**config.mk**
```make
export PLATFORM = sky130hd
export DESIGN_NAME = lvd_ctrl
export DESIGN_NICKNAME = d
export VERILOG_FILES = /design/src/rtl/lvd_pkg.sv /design/src/rtl/lvd_sync.sv /design/src/rtl/lvd_ctrl.sv
export SDC_FILE = /design/constraint.sdc
export NUM_CORES = 1
export LEC_CHECK = 0
export BUFFER_PORTS_ARGS = -buffer_cell sky130_fd_sc_hd__clkbuf_2
export CAP_MARGIN = 20
export CELL_PAD_IN_SITES_DETAIL_PLACEMENT = 0
export CELL_PAD_IN_SITES_GLOBAL_PLACEMENT = 2
export CORE_MARGIN = 2
export CORE_UTILIZATION = 26
export DETAILED_ROUTE_END_ITERATION = 10
export PLACE_DENSITY_LB_ADDON = 0.1
export SLEW_MARGIN = 5
export SYNTH_ARGS = -nofsm -noshare
export SYNTH_HDL_FRONTEND = slang
export SYNTH_HIERARCHICAL = 1
export SYNTH_SLANG_ARGS = --single-unit
```
**constraint.sdc**
```tcl
create_clock -name CLK_SYS -period 2.3 [get_ports CLK_SYS]
set_clock_uncertainty 0.1 [all_clocks]
set_input_delay 0 -clock CLK_SYS [delete_from_list [all_inputs] [get_ports CLK_SYS]]
set_output_delay 0 -clock CLK_SYS [all_outputs]
set_load 0.005 [all_outputs]
```
**src/rtl/lvd_pkg.sv**
```systemverilog
// constants for the low-voltage detect control block
package lvd_pkg;
  // byte addresses on the register bus
  localparam logic [15:0] CTRL_ADDR = 16'h3040;
  localparam logic [15:0] EVT_STAT_ADDR = 16'h3044;
  localparam logic [15:0] EVT_MASK_ADDR = 16'h3048;
  localparam int ADDR_W = 16;
  // control register field positions
  localparam int WARN_FLAG_BIT = 7;
  localparam int WARN_ACK_BIT = 6;
  localparam int WARN_IRQ_EN_BIT = 5;
  localparam int DETECT_RESET_EN_BIT = 4;
  localparam int DETECT_STOP_EN_BIT = 3;
  localparam int DETECT_EN_BIT = 2;
  localparam int REF_BUF_DRIVE_SEL_BIT = 1;
  localparam int REF_BUF_EN_BIT = 0;
  // control register reset value
  localparam logic [7:0] CTRL_RESET = 8'h1c;
  // event status and mask layout
  localparam int EVT_WARN_BIT = 0;
  localparam int EVT_DETECT_BIT = 1;
  localparam int EVT_W = 2;
  localparam logic [1:0] EVT_RESET = 2'h0;
  // bus encodings
  localparam logic [1:0] HTRANS_NONSEQ = 2'h2;
  localparam logic [31:0] RDATA_RESET = 32'h0;
  // synchroniser width: warning and detect comparator levels
  localparam int SYNC_W = 2;
  localparam int SYNC_WARN = 0;
  localparam int SYNC_DETECT = 1;
endpackage : lvd_pkg

```
**src/rtl/lvd_sync.sv**
```systemverilog
// two-flop synchroniser for the analog comparator levels
`timescale 1ns/100ps
`default_nettype none
module lvd_sync (
  input wire logic clk, // system clock
  input wire logic rst, // async reset, active high
  input wire logic [lvd_pkg::SYNC_W-1:0] async_in, // levels from another domain
  output logic [lvd_pkg::SYNC_W-1:0] sync_out // levels safe to read
);
  logic [lvd_pkg::SYNC_W-1:0] meta;
  logic [lvd_pkg::SYNC_W-1:0] next_meta;
  logic [lvd_pkg::SYNC_W-1:0] next_sync_out;

  // first stage feeds only the second stage
  always_comb begin
    next_meta = async_in;
    next_sync_out = meta;
  end

  // register both stages
  always_ff @(posedge clk or posedge rst) begin
    if (rst) begin
      meta <= '0;
      sync_out <= '0;
    end else begin
      meta <= next_meta;
      sync_out <= next_sync_out;
    end
  end
endmodule : lvd_sync
`default_nettype wire

```
**src/rtl/lvd_ctrl.sv**
```systemverilog
// low-voltage detect status and control register with AHB-Lite slave
//
// What this block does
// - The warning flag sets while the supply is below the warning trip level; reset holds it at 0.
// - Writing 1 to bit 6 clears the warning flag only if the warning is gone.
// - Bit 5 enables an interrupt request while the warning flag is 1.
// - Bit 4 with the detect enable set makes a detect event request a reset.
// - Detect reset enable and detect enable take only the first write after reset.
// - Bit 3 keeps detection running in stop mode when detect is enabled.
// - Bit 2 enables detection and gates the other detect control bits.
// - Bit 1 selects high drive of the reference buffer while it is enabled.
// - Bit 0 enables the reference buffer towards the converter channel.
// - The control register decodes at address 0x3040.
//
// The register offsets and the AHB-Lite slave port were decided locally.
`timescale 1ns/100ps
`default_nettype none
module lvd_ctrl (
  input wire logic CLK_SYS, // system clock, 25 MHz
  input wire logic RESET, // async reset, active high
  input wire logic HSEL, // slave select
  input wire logic [31:0] HADDR, // byte address
  input wire logic [1:0] HTRANS, // transfer type
  input wire logic HWRITE, // write when high
  input wire logic [2:0] HSIZE, // transfer size
  input wire logic [31:0] HWDATA, // write data
  input wire logic HREADY, // bus ready
  output logic HREADYOUT, // slave ready
  output logic HRESP, // always OKAY
  output logic [31:0] HRDATA, // read data
  input wire logic SUPPLY_WARNING, // supply below warning trip level
  input wire logic SUPPLY_DETECT, // supply below detect trip level
  input wire logic STOP_MODE, // core is in stop mode
  output logic DETECT_ACTIVE, // detect comparator powered
  output logic DETECT_RESET_REQ, // request a device reset
  output logic WARN_IRQ_REQ, // warning interrupt request
  output logic REF_BUF_EN, // reference buffer enable
  output logic REF_BUF_HIGH_DRIVE, // reference buffer high drive
  output logic IRQ // masked event interrupt
);
  logic [lvd_pkg::SYNC_W-1:0] lvl;
  logic warn_lvl;
  logic detect_lvl;

  // bus phase state
  logic rd_pend;
  logic rd_go;
  logic wr_pend;
  logic [lvd_pkg::ADDR_W-1:0] addr_q;
  logic next_rd_pend;
  logic next_rd_go;
  logic next_wr_pend;
  logic [lvd_pkg::ADDR_W-1:0] next_addr_q;
  logic [31:0] next_hrdata;

  // register state
  logic warn_flag;
  logic warn_irq_en;
  logic detect_reset_en;
  logic detect_stop_en;
  logic detect_en;
  logic ref_buf_drive_sel;
  logic ref_buf_en;
  logic once_done;
  logic [lvd_pkg::EVT_W-1:0] evt_stat;
  logic [lvd_pkg::EVT_W-1:0] evt_mask;
  logic warn_prev;
  logic detect_prev;
  logic next_warn_flag;
  logic next_warn_irq_en;
  logic next_detect_reset_en;
  logic next_detect_stop_en;
  logic next_detect_en;
  logic next_ref_buf_drive_sel;
  logic next_ref_buf_en;
  logic next_once_done;
  logic [lvd_pkg::EVT_W-1:0] next_evt_stat;
  logic [lvd_pkg::EVT_W-1:0] next_evt_mask;
  logic next_detect_reset_req;

  // decoded strobes
  logic addr_phase;
  logic wr_ctrl;
  logic wr_mask;
  logic rd_stat;
  logic running;
  logic [lvd_pkg::EVT_W-1:0] evt_set;
  logic [7:0] wbyte;

  // address decode, used for both read and write
  function automatic logic hit(input logic [lvd_pkg::ADDR_W-1:0] a,
                               input logic [lvd_pkg::ADDR_W-1:0] reg_addr);
    hit = (a == reg_addr);
  endfunction : hit

  // comparator levels come from the analog domain
  // both levels cross as plain levels, so no handshake is needed between domains
  lvd_sync u_sync (
    .clk(CLK_SYS),
    .rst(RESET),
    .async_in({SUPPLY_DETECT, SUPPLY_WARNING}),
    .sync_out(lvl)
  );

  assign warn_lvl = lvl[lvd_pkg::SYNC_WARN];
  assign detect_lvl = lvl[lvd_pkg::SYNC_DETECT];

  // control register image as software reads it
  function automatic logic [7:0] ctrl_image(input logic f, input logic ie,
                                            input logic re, input logic se,
                                            input logic de, input logic ds,
                                            input logic be);
    logic [7:0] v;
    v = 8'h00;
    v[lvd_pkg::WARN_FLAG_BIT] = f;
    v[lvd_pkg::WARN_ACK_BIT] = 1'b0;
    v[lvd_pkg::WARN_IRQ_EN_BIT] = ie;
    v[lvd_pkg::DETECT_RESET_EN_BIT] = re;
    v[lvd_pkg::DETECT_STOP_EN_BIT] = se;
    v[lvd_pkg::DETECT_EN_BIT] = de;
    v[lvd_pkg::REF_BUF_DRIVE_SEL_BIT] = ds;
    v[lvd_pkg::REF_BUF_EN_BIT] = be;
    ctrl_image = v;
  endfunction : ctrl_image

  // slave is ready except in the first data-phase cycle of a read
  // the one wait state lets the read image settle into flops before it is shown
  // writes need no wait: the data phase byte lands at the closing edge
  assign HREADYOUT = ~rd_pend;
  assign HRESP = 1'b0;
  assign addr_phase = HSEL & HREADY & (HTRANS == lvd_pkg::HTRANS_NONSEQ | HTRANS[1]);
  // only byte lane 0 carries register bits; the transfer size is not decoded
  // strobes fire in the data phase, from the address held since the address phase
  assign wbyte = HWDATA[7:0];
  assign wr_ctrl = wr_pend & hit(addr_q, lvd_pkg::CTRL_ADDR);
  assign wr_mask = wr_pend & hit(addr_q, lvd_pkg::EVT_MASK_ADDR);
  assign rd_stat = rd_pend & hit(addr_q, lvd_pkg::EVT_STAT_ADDR);

  // bus phase tracking and read data capture
  always_comb begin
    next_rd_pend = addr_phase & ~HWRITE;
    next_wr_pend = addr_phase & HWRITE;
    next_rd_go = rd_pend;
    next_addr_q = addr_phase ? HADDR[lvd_pkg::ADDR_W-1:0] : addr_q;
    next_hrdata = HRDATA;
    // unmapped offsets read as zero
    if (rd_pend) begin
      next_hrdata = 32'h0;
      if (hit(addr_q, lvd_pkg::CTRL_ADDR)) begin
        next_hrdata[7:0] = ctrl_image(warn_flag, warn_irq_en, detect_reset_en,
                                      detect_stop_en, detect_en,
                                      ref_buf_drive_sel, ref_buf_en);
      end else if (hit(addr_q, lvd_pkg::EVT_STAT_ADDR)) begin
        next_hrdata[lvd_pkg::EVT_W-1:0] = evt_stat;
      end else if (hit(addr_q, lvd_pkg::EVT_MASK_ADDR)) begin
        next_hrdata[lvd_pkg::EVT_W-1:0] = evt_mask;
      end
    end
  end

  // register the bus phase state
  always_ff @(posedge CLK_SYS or posedge RESET) begin
    if (RESET) begin
      rd_pend <= 1'b0;
      rd_go <= 1'b0;
      wr_pend <= 1'b0;
      addr_q <= '0;
      HRDATA <= lvd_pkg::RDATA_RESET;
    end else begin
      rd_pend <= next_rd_pend;
      rd_go <= next_rd_go;
      wr_pend <= next_wr_pend;
      addr_q <= next_addr_q;
      HRDATA <= next_hrdata;
    end
  end

  // detection runs when enabled, and in stop mode only if allowed
  // the stop gate follows the mode pin at once, so the comparator powers down
  // in the same cycle that the core enters stop
  assign running = detect_en & (~STOP_MODE | detect_stop_en);
  assign evt_set[lvd_pkg::EVT_WARN_BIT] = warn_lvl & ~warn_prev;
  assign evt_set[lvd_pkg::EVT_DETECT_BIT] = running & detect_lvl & ~detect_prev;

  // next values of the control register and event bits
  always_comb begin
    next_warn_flag = warn_flag;
    next_warn_irq_en = warn_irq_en;
    next_detect_reset_en = detect_reset_en;
    next_detect_stop_en = detect_stop_en;
    next_detect_en = detect_en;
    next_ref_buf_drive_sel = ref_buf_drive_sel;
    next_ref_buf_en = ref_buf_en;
    next_once_done = once_done;
    next_evt_stat = evt_stat;
    next_evt_mask = evt_mask;
    if (wr_ctrl) begin
      // a 1 on the acknowledge bit clears a flag whose cause is gone
      if (wbyte[lvd_pkg::WARN_ACK_BIT] & ~warn_lvl) begin
        next_warn_flag = 1'b0;
      end
      next_warn_irq_en = wbyte[lvd_pkg::WARN_IRQ_EN_BIT];
      next_detect_stop_en = wbyte[lvd_pkg::DETECT_STOP_EN_BIT];
      next_ref_buf_drive_sel = wbyte[lvd_pkg::REF_BUF_DRIVE_SEL_BIT];
      next_ref_buf_en = wbyte[lvd_pkg::REF_BUF_EN_BIT];
      // bits 4 and 2 lock together on the first write, so code that armed
      // the reset path cannot disarm it later by accident
      if (!once_done) begin
        next_detect_reset_en = wbyte[lvd_pkg::DETECT_RESET_EN_BIT];
        next_detect_en = wbyte[lvd_pkg::DETECT_EN_BIT];
        next_once_done = 1'b1;
      end
    end
    // a warning level sets the flag and wins over the acknowledge
    if (warn_lvl) begin
      next_warn_flag = 1'b1;
    end
    if (wr_mask) begin
      next_evt_mask = HWDATA[lvd_pkg::EVT_W-1:0];
    end
    // reading the status clears it, a new event in the same cycle wins
    if (rd_stat) begin
      next_evt_stat = '0;
    end
    next_evt_stat = next_evt_stat | evt_set;
    // the request is a level: it stays up as long as the low supply is seen
    next_detect_reset_req = detect_en & detect_reset_en & running & detect_lvl;
  end

  // register the control state
  always_ff @(posedge CLK_SYS or posedge RESET) begin
    if (RESET) begin
      warn_flag <= lvd_pkg::CTRL_RESET[lvd_pkg::WARN_FLAG_BIT];
      warn_irq_en <= lvd_pkg::CTRL_RESET[lvd_pkg::WARN_IRQ_EN_BIT];
      detect_reset_en <= lvd_pkg::CTRL_RESET[lvd_pkg::DETECT_RESET_EN_BIT];
      detect_stop_en <= lvd_pkg::CTRL_RESET[lvd_pkg::DETECT_STOP_EN_BIT];
      detect_en <= lvd_pkg::CTRL_RESET[lvd_pkg::DETECT_EN_BIT];
      ref_buf_drive_sel <= lvd_pkg::CTRL_RESET[lvd_pkg::REF_BUF_DRIVE_SEL_BIT];
      ref_buf_en <= lvd_pkg::CTRL_RESET[lvd_pkg::REF_BUF_EN_BIT];
      once_done <= 1'b0;
      evt_stat <= lvd_pkg::EVT_RESET;
      evt_mask <= lvd_pkg::EVT_RESET;
      warn_prev <= 1'b0;
      detect_prev <= 1'b0;
      DETECT_RESET_REQ <= 1'b0;
    end else begin
      warn_flag <= next_warn_flag;
      warn_irq_en <= next_warn_irq_en;
      detect_reset_en <= next_detect_reset_en;
      detect_stop_en <= next_detect_stop_en;
      detect_en <= next_detect_en;
      ref_buf_drive_sel <= next_ref_buf_drive_sel;
      ref_buf_en <= next_ref_buf_en;
      once_done <= next_once_done;
      evt_stat <= next_evt_stat;
      evt_mask <= next_evt_mask;
      warn_prev <= warn_lvl;
      detect_prev <= detect_lvl;
      DETECT_RESET_REQ <= next_detect_reset_req;
    end
  end

  // outputs to the analog side and interrupt controller
  assign DETECT_ACTIVE = running;
  assign WARN_IRQ_REQ = warn_irq_en & warn_flag;
  assign REF_BUF_EN = ref_buf_en;
  assign REF_BUF_HIGH_DRIVE = ref_buf_en & ref_buf_drive_sel;
  // event interrupt is a level, high while any unmasked status bit is set
  assign IRQ = |(evt_stat & evt_mask);
endmodule : lvd_ctrl
`default_nettype wire

```
==> run summary, run 1 <==
peak supply drop -> 0.000257 V
residual overflow from global routing -> 0
Crit path buffers/inverters -> 0
final setup violating endpoints -> 0
global-route usage over all layers -> 0.0980
Die Area -> 8350 um^2
actual transition at the worst max-transition pin -> 0.841 ns
final max-slew violation count -> 0
share of flip-flops with an asynchronous set or reset -> 1.00
starting utilization of the core area -> 0.271
clock tree root buffer cell -> sky130_fd_sc_hd__clkbuf_8
count of pins on the block boundary -> 117
critical path cell sequence -> nor4b_4 > nand4_4 > nor3_4 > mux2_2
site row count -> 31
number of input and output port buffers inserted -> 45
area used by multi-input combinational logic -> 732 um^2
Slowest-stage cell, CP -> sky130_fd_sc_hd__dfrtp_1
CTS tree -> done
mean area per synthesized cell -> 13.4 um^2
accumulated negative setup slack -> 0 ns
sequential element share of the synthesized area -> 0.557
standard cell core area -> 7330 um^2
proportion of layout cells with a drive suffix above 1 -> 0.409
count of nets left with antenna violations after detail routing -> 0
area grow syn2layout -> 30.5%
number of synthesis warnings -> 6
number of DRC markers in iteration 0 -> 21
via count of the first global-routing pass -> 1365
largest fanout of any net on the critical path -> 8
biggest area consumer among synthesized cells -> sky130_fd_sc_hd__dfrtp_1
#FFs+latches synth -> 44
Fmax -> 520 MHz
wire length after detailed routing -> 3750 um
antenna cell count -> 0
clock sink total -> 44
fillcell total -> 763
antenna violations before repair -> 0
commonest register cell after synthesis -> sky130_fd_sc_hd__dfrtp_1
clock transition at the registers of the reported paths -> 0.08 ns
setup slack after layout -> 0.378 ns
Leakage -> 0.00127 uW
number of hold-repair buffers added at the cts stage -> 27
critical path launch point type -> register
Final Hold Vio Count -> 0
detailed-route DRC error count -> 0
register area -> 1100 um^2
top cells by count, synth -> sky130_fd_sc_hd__dfrtp_1 (41), sky130_fd_sc_hd__buf_4 (26), sky130_fd_sc_hd__mux2_2 (26)
number of search-and-repair iterations in the first detailed-routing pass -> 4
top-area cell type share of the netlist area -> 0.517
Max H-tree Level -> 2
worst hold-check path type -> in -> async
critical path data required time -> 2.38 ns
delay of the slowest cell on the worst path -> 0.41 ns
maximum count of clock buffers along a single path -> 2
signal arrival time at the worst endpoint -> 2.00 ns
final period demand of the worst path -> 1.92 ns
via-per-instance ratio -> 3.93
routability congestion estimate -> 0.690
final worst path period share -> 0.836
synth top area cells -> sky130_fd_sc_hd__dfrtp_1 (52%), sky130_fd_sc_hd__mux2_2 (15%), sky130_fd_sc_hd__buf_4 (9.8%)
Worst-Skew Late Latency -> 0.29 ns
pin count of the biggest net entering global routing -> 27
placed wire-length estimate after detailed placement -> 2870 um
Die H -> 91.4 um
NumNets Final -> 301
post-synthesis instance area -> 1980 um^2
kind of critical path -> reg -> reg
pre-CTS setup slack -> 0.327 ns
first-pass GRT wire length -> 6470 um
family of cells with the greatest summed delay on the critical path -> simple AND/OR/NAND/NOR gates
unrepaired setup endpoints after global routing -> no
power per cell area -> 609 nW/um^2
sort of element at the end of the critical path -> register
instance count of the mapped netlist -> 148
Max-Cap Viols -> 0
run status -> finished, final reports clean
via count -> 1273
wire per inst -> 11.6 um
Max transition margin -> 0.438
total clock buffers created by CTS -> 5
most instantiated library cell after synthesis -> sky130_fd_sc_hd__dfrtp_1
number of buffers inserted by post-CTS setup repair -> 0
Die X-Extent -> 91.4 um
number of synthesized flops with an enable pin -> 0
number of resized instances in the post-cts repair step -> 0
distinct cell type count after synthesis -> 29
[stage by stage]
stage          power, uW  area [um^2]  hold slack, ns  utilization  cells
2_1_floorplan       1050         2080          -0.334            -    173
3_3_place_gp        1060         2230          -0.227        0.304    289
3_5_place_dp        1070         2230          -0.219        0.304    289
4_1_cts             1610         2590          0.0159        0.353    324
5_1_grt             1660         2590          0.0218        0.353    324
6_report            1580         2590          0.0242        0.353    324
[layout by cell type (no fill, tap or decap)]
master,n
sky130_fd_sc_hd__conb_1,26
sky130_fd_sc_hd__a31oi_1,1
sky130_fd_sc_hd__or2_2,1
sky130_fd_sc_hd__a22o_1,6
sky130_fd_sc_hd__a22oi_1,2
sky130_fd_sc_hd__dfrtp_1,41
sky130_fd_sc_hd__a21o_1,2
sky130_fd_sc_hd__clkbuf_2,45
sky130_fd_sc_hd__nand3_1,1
sky130_fd_sc_hd__clkinv_2,2
sky130_fd_sc_hd__a21boi_0,1
sky130_fd_sc_hd__nor3_1,4
sky130_fd_sc_hd__dlygate4sd3_1,27
sky130_fd_sc_hd__nand2_1,2
sky130_fd_sc_hd__mux2_2,26
sky130_fd_sc_hd__and3_1,1
sky130_fd_sc_hd__nor2b_1,1
sky130_fd_sc_hd__nand2b_1,1
sky130_fd_sc_hd__nor3_2,1
sky130_fd_sc_hd__o22ai_1,2
sky130_fd_sc_hd__inv_1,9
sky130_fd_sc_hd__dfstp_2,3
sky130_fd_sc_hd__nor4b_4,1
sky130_fd_sc_hd__nor3_4,1
sky130_fd_sc_hd__nand4_4,1
sky130_fd_sc_hd__nor4_4,3
sky130_fd_sc_hd__and4bb_2,1
sky130_fd_sc_hd__buf_4,1
sky130_fd_sc_hd__clkbuf_8,6
sky130_fd_sc_hd__nor2_1,4
sky130_fd_sc_hd__and2_1,2
[tightest hold or removal path: cells and delay by family]
| kind | cells | cell delay [ns] |
|---|---|---|
| buffers and inverters | 3 | 0.77 |
[path summary, 6_finish.rpt]
| path | start | end | slack [ns] | cells past startpoint |
|---|---|---|---|---|
| max | addr_q[4]$_DFFE_PP0P_ | REF_BUF_EN$_DFFE_PP0P_ | 0.38 | 4 |
| min | RESET | u_sync/meta[0]$_DFF_PP0_ | 0.02 | 3 |
| max reg2reg | addr_q[4]$_DFFE_PP0P_ | REF_BUF_EN$_DFFE_PP0P_ | 0.38 | 4 |
| min reg2reg | u_sync/meta[1]$_DFF_PP0_ | u_sync/sync_out[1]$_DFF_PP0_ | 0.25 | 0 |
| max in group asynchronous | RESET | detect_reset_en$_DFFE_PP1P_ | 1.07 | 4 |
| min in group CLK_SYS | STOP_MODE | evt_stat[1]$_DFF_PP0_ | 0.04 | 4 |
[layer usage]
layer | vias to the layer above | track usage | wire length [um]
met2 | 48 | 0.165 | 1860
met3 | 2 | 0.0299 | 236
met4 | 0 | 0.0379 | 29
met5 | - | 0 | 0
met1 | 616 | 0.117 | 1630
li1 | 607 | - | -
[power by group]
part           total, uW  switching (uW)  internal [uW]
Sequential           892            59.8            833
Clock                491             251            240
Combinational        194            75.0            119
Total               1580             386           1190
[sequential cells by signal (all words and copies together), names as in the netlist, 2 cells and up]
signal and cells:
evt_stat 2, addr_q 16, evt_mask 2, u_sync/sync_out 2, u_sync/meta 2, HRDATA 7
[layout make-up]
| cell class | count | share of cell area |
|---|---|---|
| inverters | 9 | 0.0130 |
| well taps | 99 | 0.0478 |
| clock inverters | 2 | 0.00386 |
| multi-input cells | 91 | 0.283 |
| repair buffers | 73 | 0.194 |
| clock buffers | 6 | 0.0319 |
| flip-flops and latches | 44 | 0.427 |
[kinds of logic (layout without fill, tap and decap cells)]
| group | after synthesis | in the layout | share of synthesized area |
|---|---|---|---|
| flops | 44 | 44 | 0.557 |
| buf+inv | 38 | 90 | 0.122 |
| mux | 26 | 26 | 0.148 |
| simple gates | 25 | 25 | 0.117 |
| compound gates | 14 | 14 | 0.0549 |
| other cells | 1 | 26 | 0.00189 |
No activity file was read; power rests on OpenSTA's default activity.
==> run 2: changes to the inputs <==
--- a/config.mk
+++ b/config.mk
@@ -10,7 +10,7 @@
 export CELL_PAD_IN_SITES_DETAIL_PLACEMENT = 0
 export CELL_PAD_IN_SITES_GLOBAL_PLACEMENT = 2
 export CORE_MARGIN = 2
-export CORE_UTILIZATION = 26
+export CORE_UTILIZATION = 23
 export DETAILED_ROUTE_END_ITERATION = 10
 export PLACE_DENSITY_LB_ADDON = 0.1
 export SLEW_MARGIN = 5
==> constraint.sdc (replaced) <==
create_clock -name CLK_SYS -period 1.69 [get_ports CLK_SYS]
set_clock_uncertainty 0.1 [all_clocks]
set_input_delay 0 -clock CLK_SYS [delete_from_list [all_inputs] [get_ports CLK_SYS]]
set_output_delay 0 -clock CLK_SYS [all_outputs]
set_load 0.005 [all_outputs]
==> run summary, run 2 (synthesized netlist as in run 1, its figures left out) <==
via-per-instance ratio -> 3.87
final worst path period share -> 1.08
Die Area -> 9390 um^2
standard cell core area -> 8300 um^2
Max transition margin -> 0.650
worst hold-check path type -> in -> async
relative contribution of sequential cells to total power -> 0.547
PnR Total Power -> 2200 uW
worst setup slack for register-to-register paths -> -0.13 ns
sort of element at the end of the critical path -> register
launch instance of the worst register-to-register path -> addr_q[8]$_DFFE_PP0P_
clock transition at the registers of the reported paths -> 0.08 ns
final setup violating endpoints -> 18
part of the total power dissipated in the clock network -> 0.309
Final Hold Vio Count -> 0
Psw -> 559 uW
routability congestion estimate -> 0.703
proportion of layout cells with a drive suffix above 1 -> 0.456
share of total power in combinational logic -> 0.144
Switching Fraction -> 0.254
power per cell area -> 792 nW/um^2
NumNets Final -> 315
Leakage -> 0.00139 uW
Layout Utilization -> 0.335
wire per inst -> 12.7 um
Worst-Skew Late Latency -> 0.29 ns
detailed-route DRC error count -> 0
count of nets left with antenna violations after detail routing -> 0
failing checks -> negative setup slack
number of input and output port buffers inserted -> 45
first-pass GRT wire length -> 7220 um
unrepaired setup endpoints after global routing -> yes
critical path launch point type -> register
peak supply drop -> 0.000293 V
antenna violations before repair -> 0
Max H-tree Level -> 2
Die H -> 96.9 um
number of flip-flops under the largest register name -> 16
final max-slew violation count -> 0
number of search-and-repair iterations in the first detailed-routing pass -> 4
Fmax -> 548 MHz
pin count of the biggest net entering global routing -> 41
via count of the first global-routing pass -> 1439
final period demand of the worst path -> 1.82 ns
residual overflow from global routing -> 0
most frequent cells in the layout -> sky130_fd_sc_hd__clkbuf_2 (45), sky130_fd_sc_hd__dfrtp_1 (41), sky130_fd_sc_hd__dlygate4sd3_1 (27), sky130_fd_sc_hd__conb_1 (26), sky130_fd_sc_hd__mux2_2 (23)
run status -> finished with violations
most common library cell in the layout ignoring fill and taps -> sky130_fd_sc_hd__clkbuf_2
start point of the critical path -> addr_q[8]$_DFFE_PP0P_
largest register by flop count -> addr_q
clock sink total -> 44
largest fanout of any net on the critical path -> 5
critical path data required time -> 1.77 ns
CTS tree -> done
largest registers in the final layout -> addr_q x16, HRDATA x7
area grow syn2layout -> 39.9%
setup slack after layout -> -0.134 ns
count of pins on the block boundary -> 117
number of DRC markers in iteration 0 -> 28
Max-Cap Viols -> 0
maximum count of clock buffers along a single path -> 2
cell internal pwr -> 1640 uW
total clock buffers created by CTS -> 5
global-route usage over all layers -> 0.0976
signal arrival time at the worst endpoint -> 1.91 ns
starting utilization of the core area -> 0.239
placed wire-length estimate after detailed placement -> 3140 um
worst hold slack -> 0.0164 ns
kind of critical path -> reg -> reg
via count -> 1332
accumulated negative setup slack -> -1.28 ns
Die X-Extent -> 96.9 um
actual transition at the worst max-transition pin -> 0.525 ns
fillcell total -> 834
clock tree root buffer cell -> sky130_fd_sc_hd__clkbuf_8
antenna cell count -> 0
site row count -> 33
wire length after detailed routing -> 4360 um
==> run 2: area by class of cell <==
cell class / count / area, um^2 / share of cell area
Clock inverter: 2 / 10.0 / 0.00361
Sequential cell: 44 / 1100 / 0.398
Inverter: 9 / 33.8 / 0.0122
Multi-Input combinational cell: 91 / 783 / 0.282
Clock buffer: 6 / 82.6 / 0.0297
Timing Repair Buffer: 87 / 631 / 0.227
Tap cell: 105 / 131 / 0.0473
==> run 2: critical path, stage by stage (launching register included) <==
cell and delay, ns:
sky130_fd_sc_hd__dfrtp_1 0.41, sky130_fd_sc_hd__nor4b_4 0.33, sky130_fd_sc_hd__nand4_4 0.21, sky130_fd_sc_hd__nor3_4 0.23, sky130_fd_sc_hd__buf_6 0.14, sky130_fd_sc_hd__mux2_4 0.29
==> run 2: final timing paths <==
kind / end / cells after the start
max: REF_BUF_EN$_DFFE_PP0P_ / 5
min: u_sync/meta[1]$_DFF_PP0_ / 3
max reg2reg: REF_BUF_EN$_DFFE_PP0P_ / 5
min reg2reg: u_sync/sync_out[0]$_DFF_PP0_ / 0
max in group asynchronous: detect_stop_en$_DFFE_PP1P_ / 4
min in group CLK_SYS: evt_stat[1]$_DFF_PP0_ / 4
==> run 2: metal layers <==
metal / GRT usage / wire length [um] / vias to the layer above
met3: 0.0303 / 242 / 7
met2: 0.169 / 2270 / 46
met1: 0.113 / 1780 / 644
met5: 0 / 0 / -
li1: - / - / 635
met4: 0.0358 / 65 / 0
==> run 2: timing repair <==
action | CTS | global route
hold endpoints to repair | 70 | 0
hold buffers | 27 | 0
pin swaps | 4 | 3
endpoints found under the setup margin | 17 | 18
buffers inserted | 7 | 2
gates resized for setup | 12 | 4
==> run 2: power groups by stage <==
stage / combinational [uW] / clock (uW) / sequential, uW
2_1_floorplan: 219 / 0 / 1200
3_3_place_gp: 250 / 0 / 1220
3_5_place_dp: 260 / 0 / 1230
4_1_cts: 318 / 717 / 1200
5_1_grt: 351 / 769 / 1210
6_report: 316 / 679 / 1200
==> run 2: metrics by stage <==
stage	cell area, um^2	setup slack, ns	cells
6_report	2780	-0.134	344
5_1_grt	2780	-0.213	344
4_1_cts	2740	-0.147	342
3_5_place_dp	2270	-0.188	300
3_3_place_gp	2270	-0.145	300
2_1_floorplan	2080	-0.0338	173
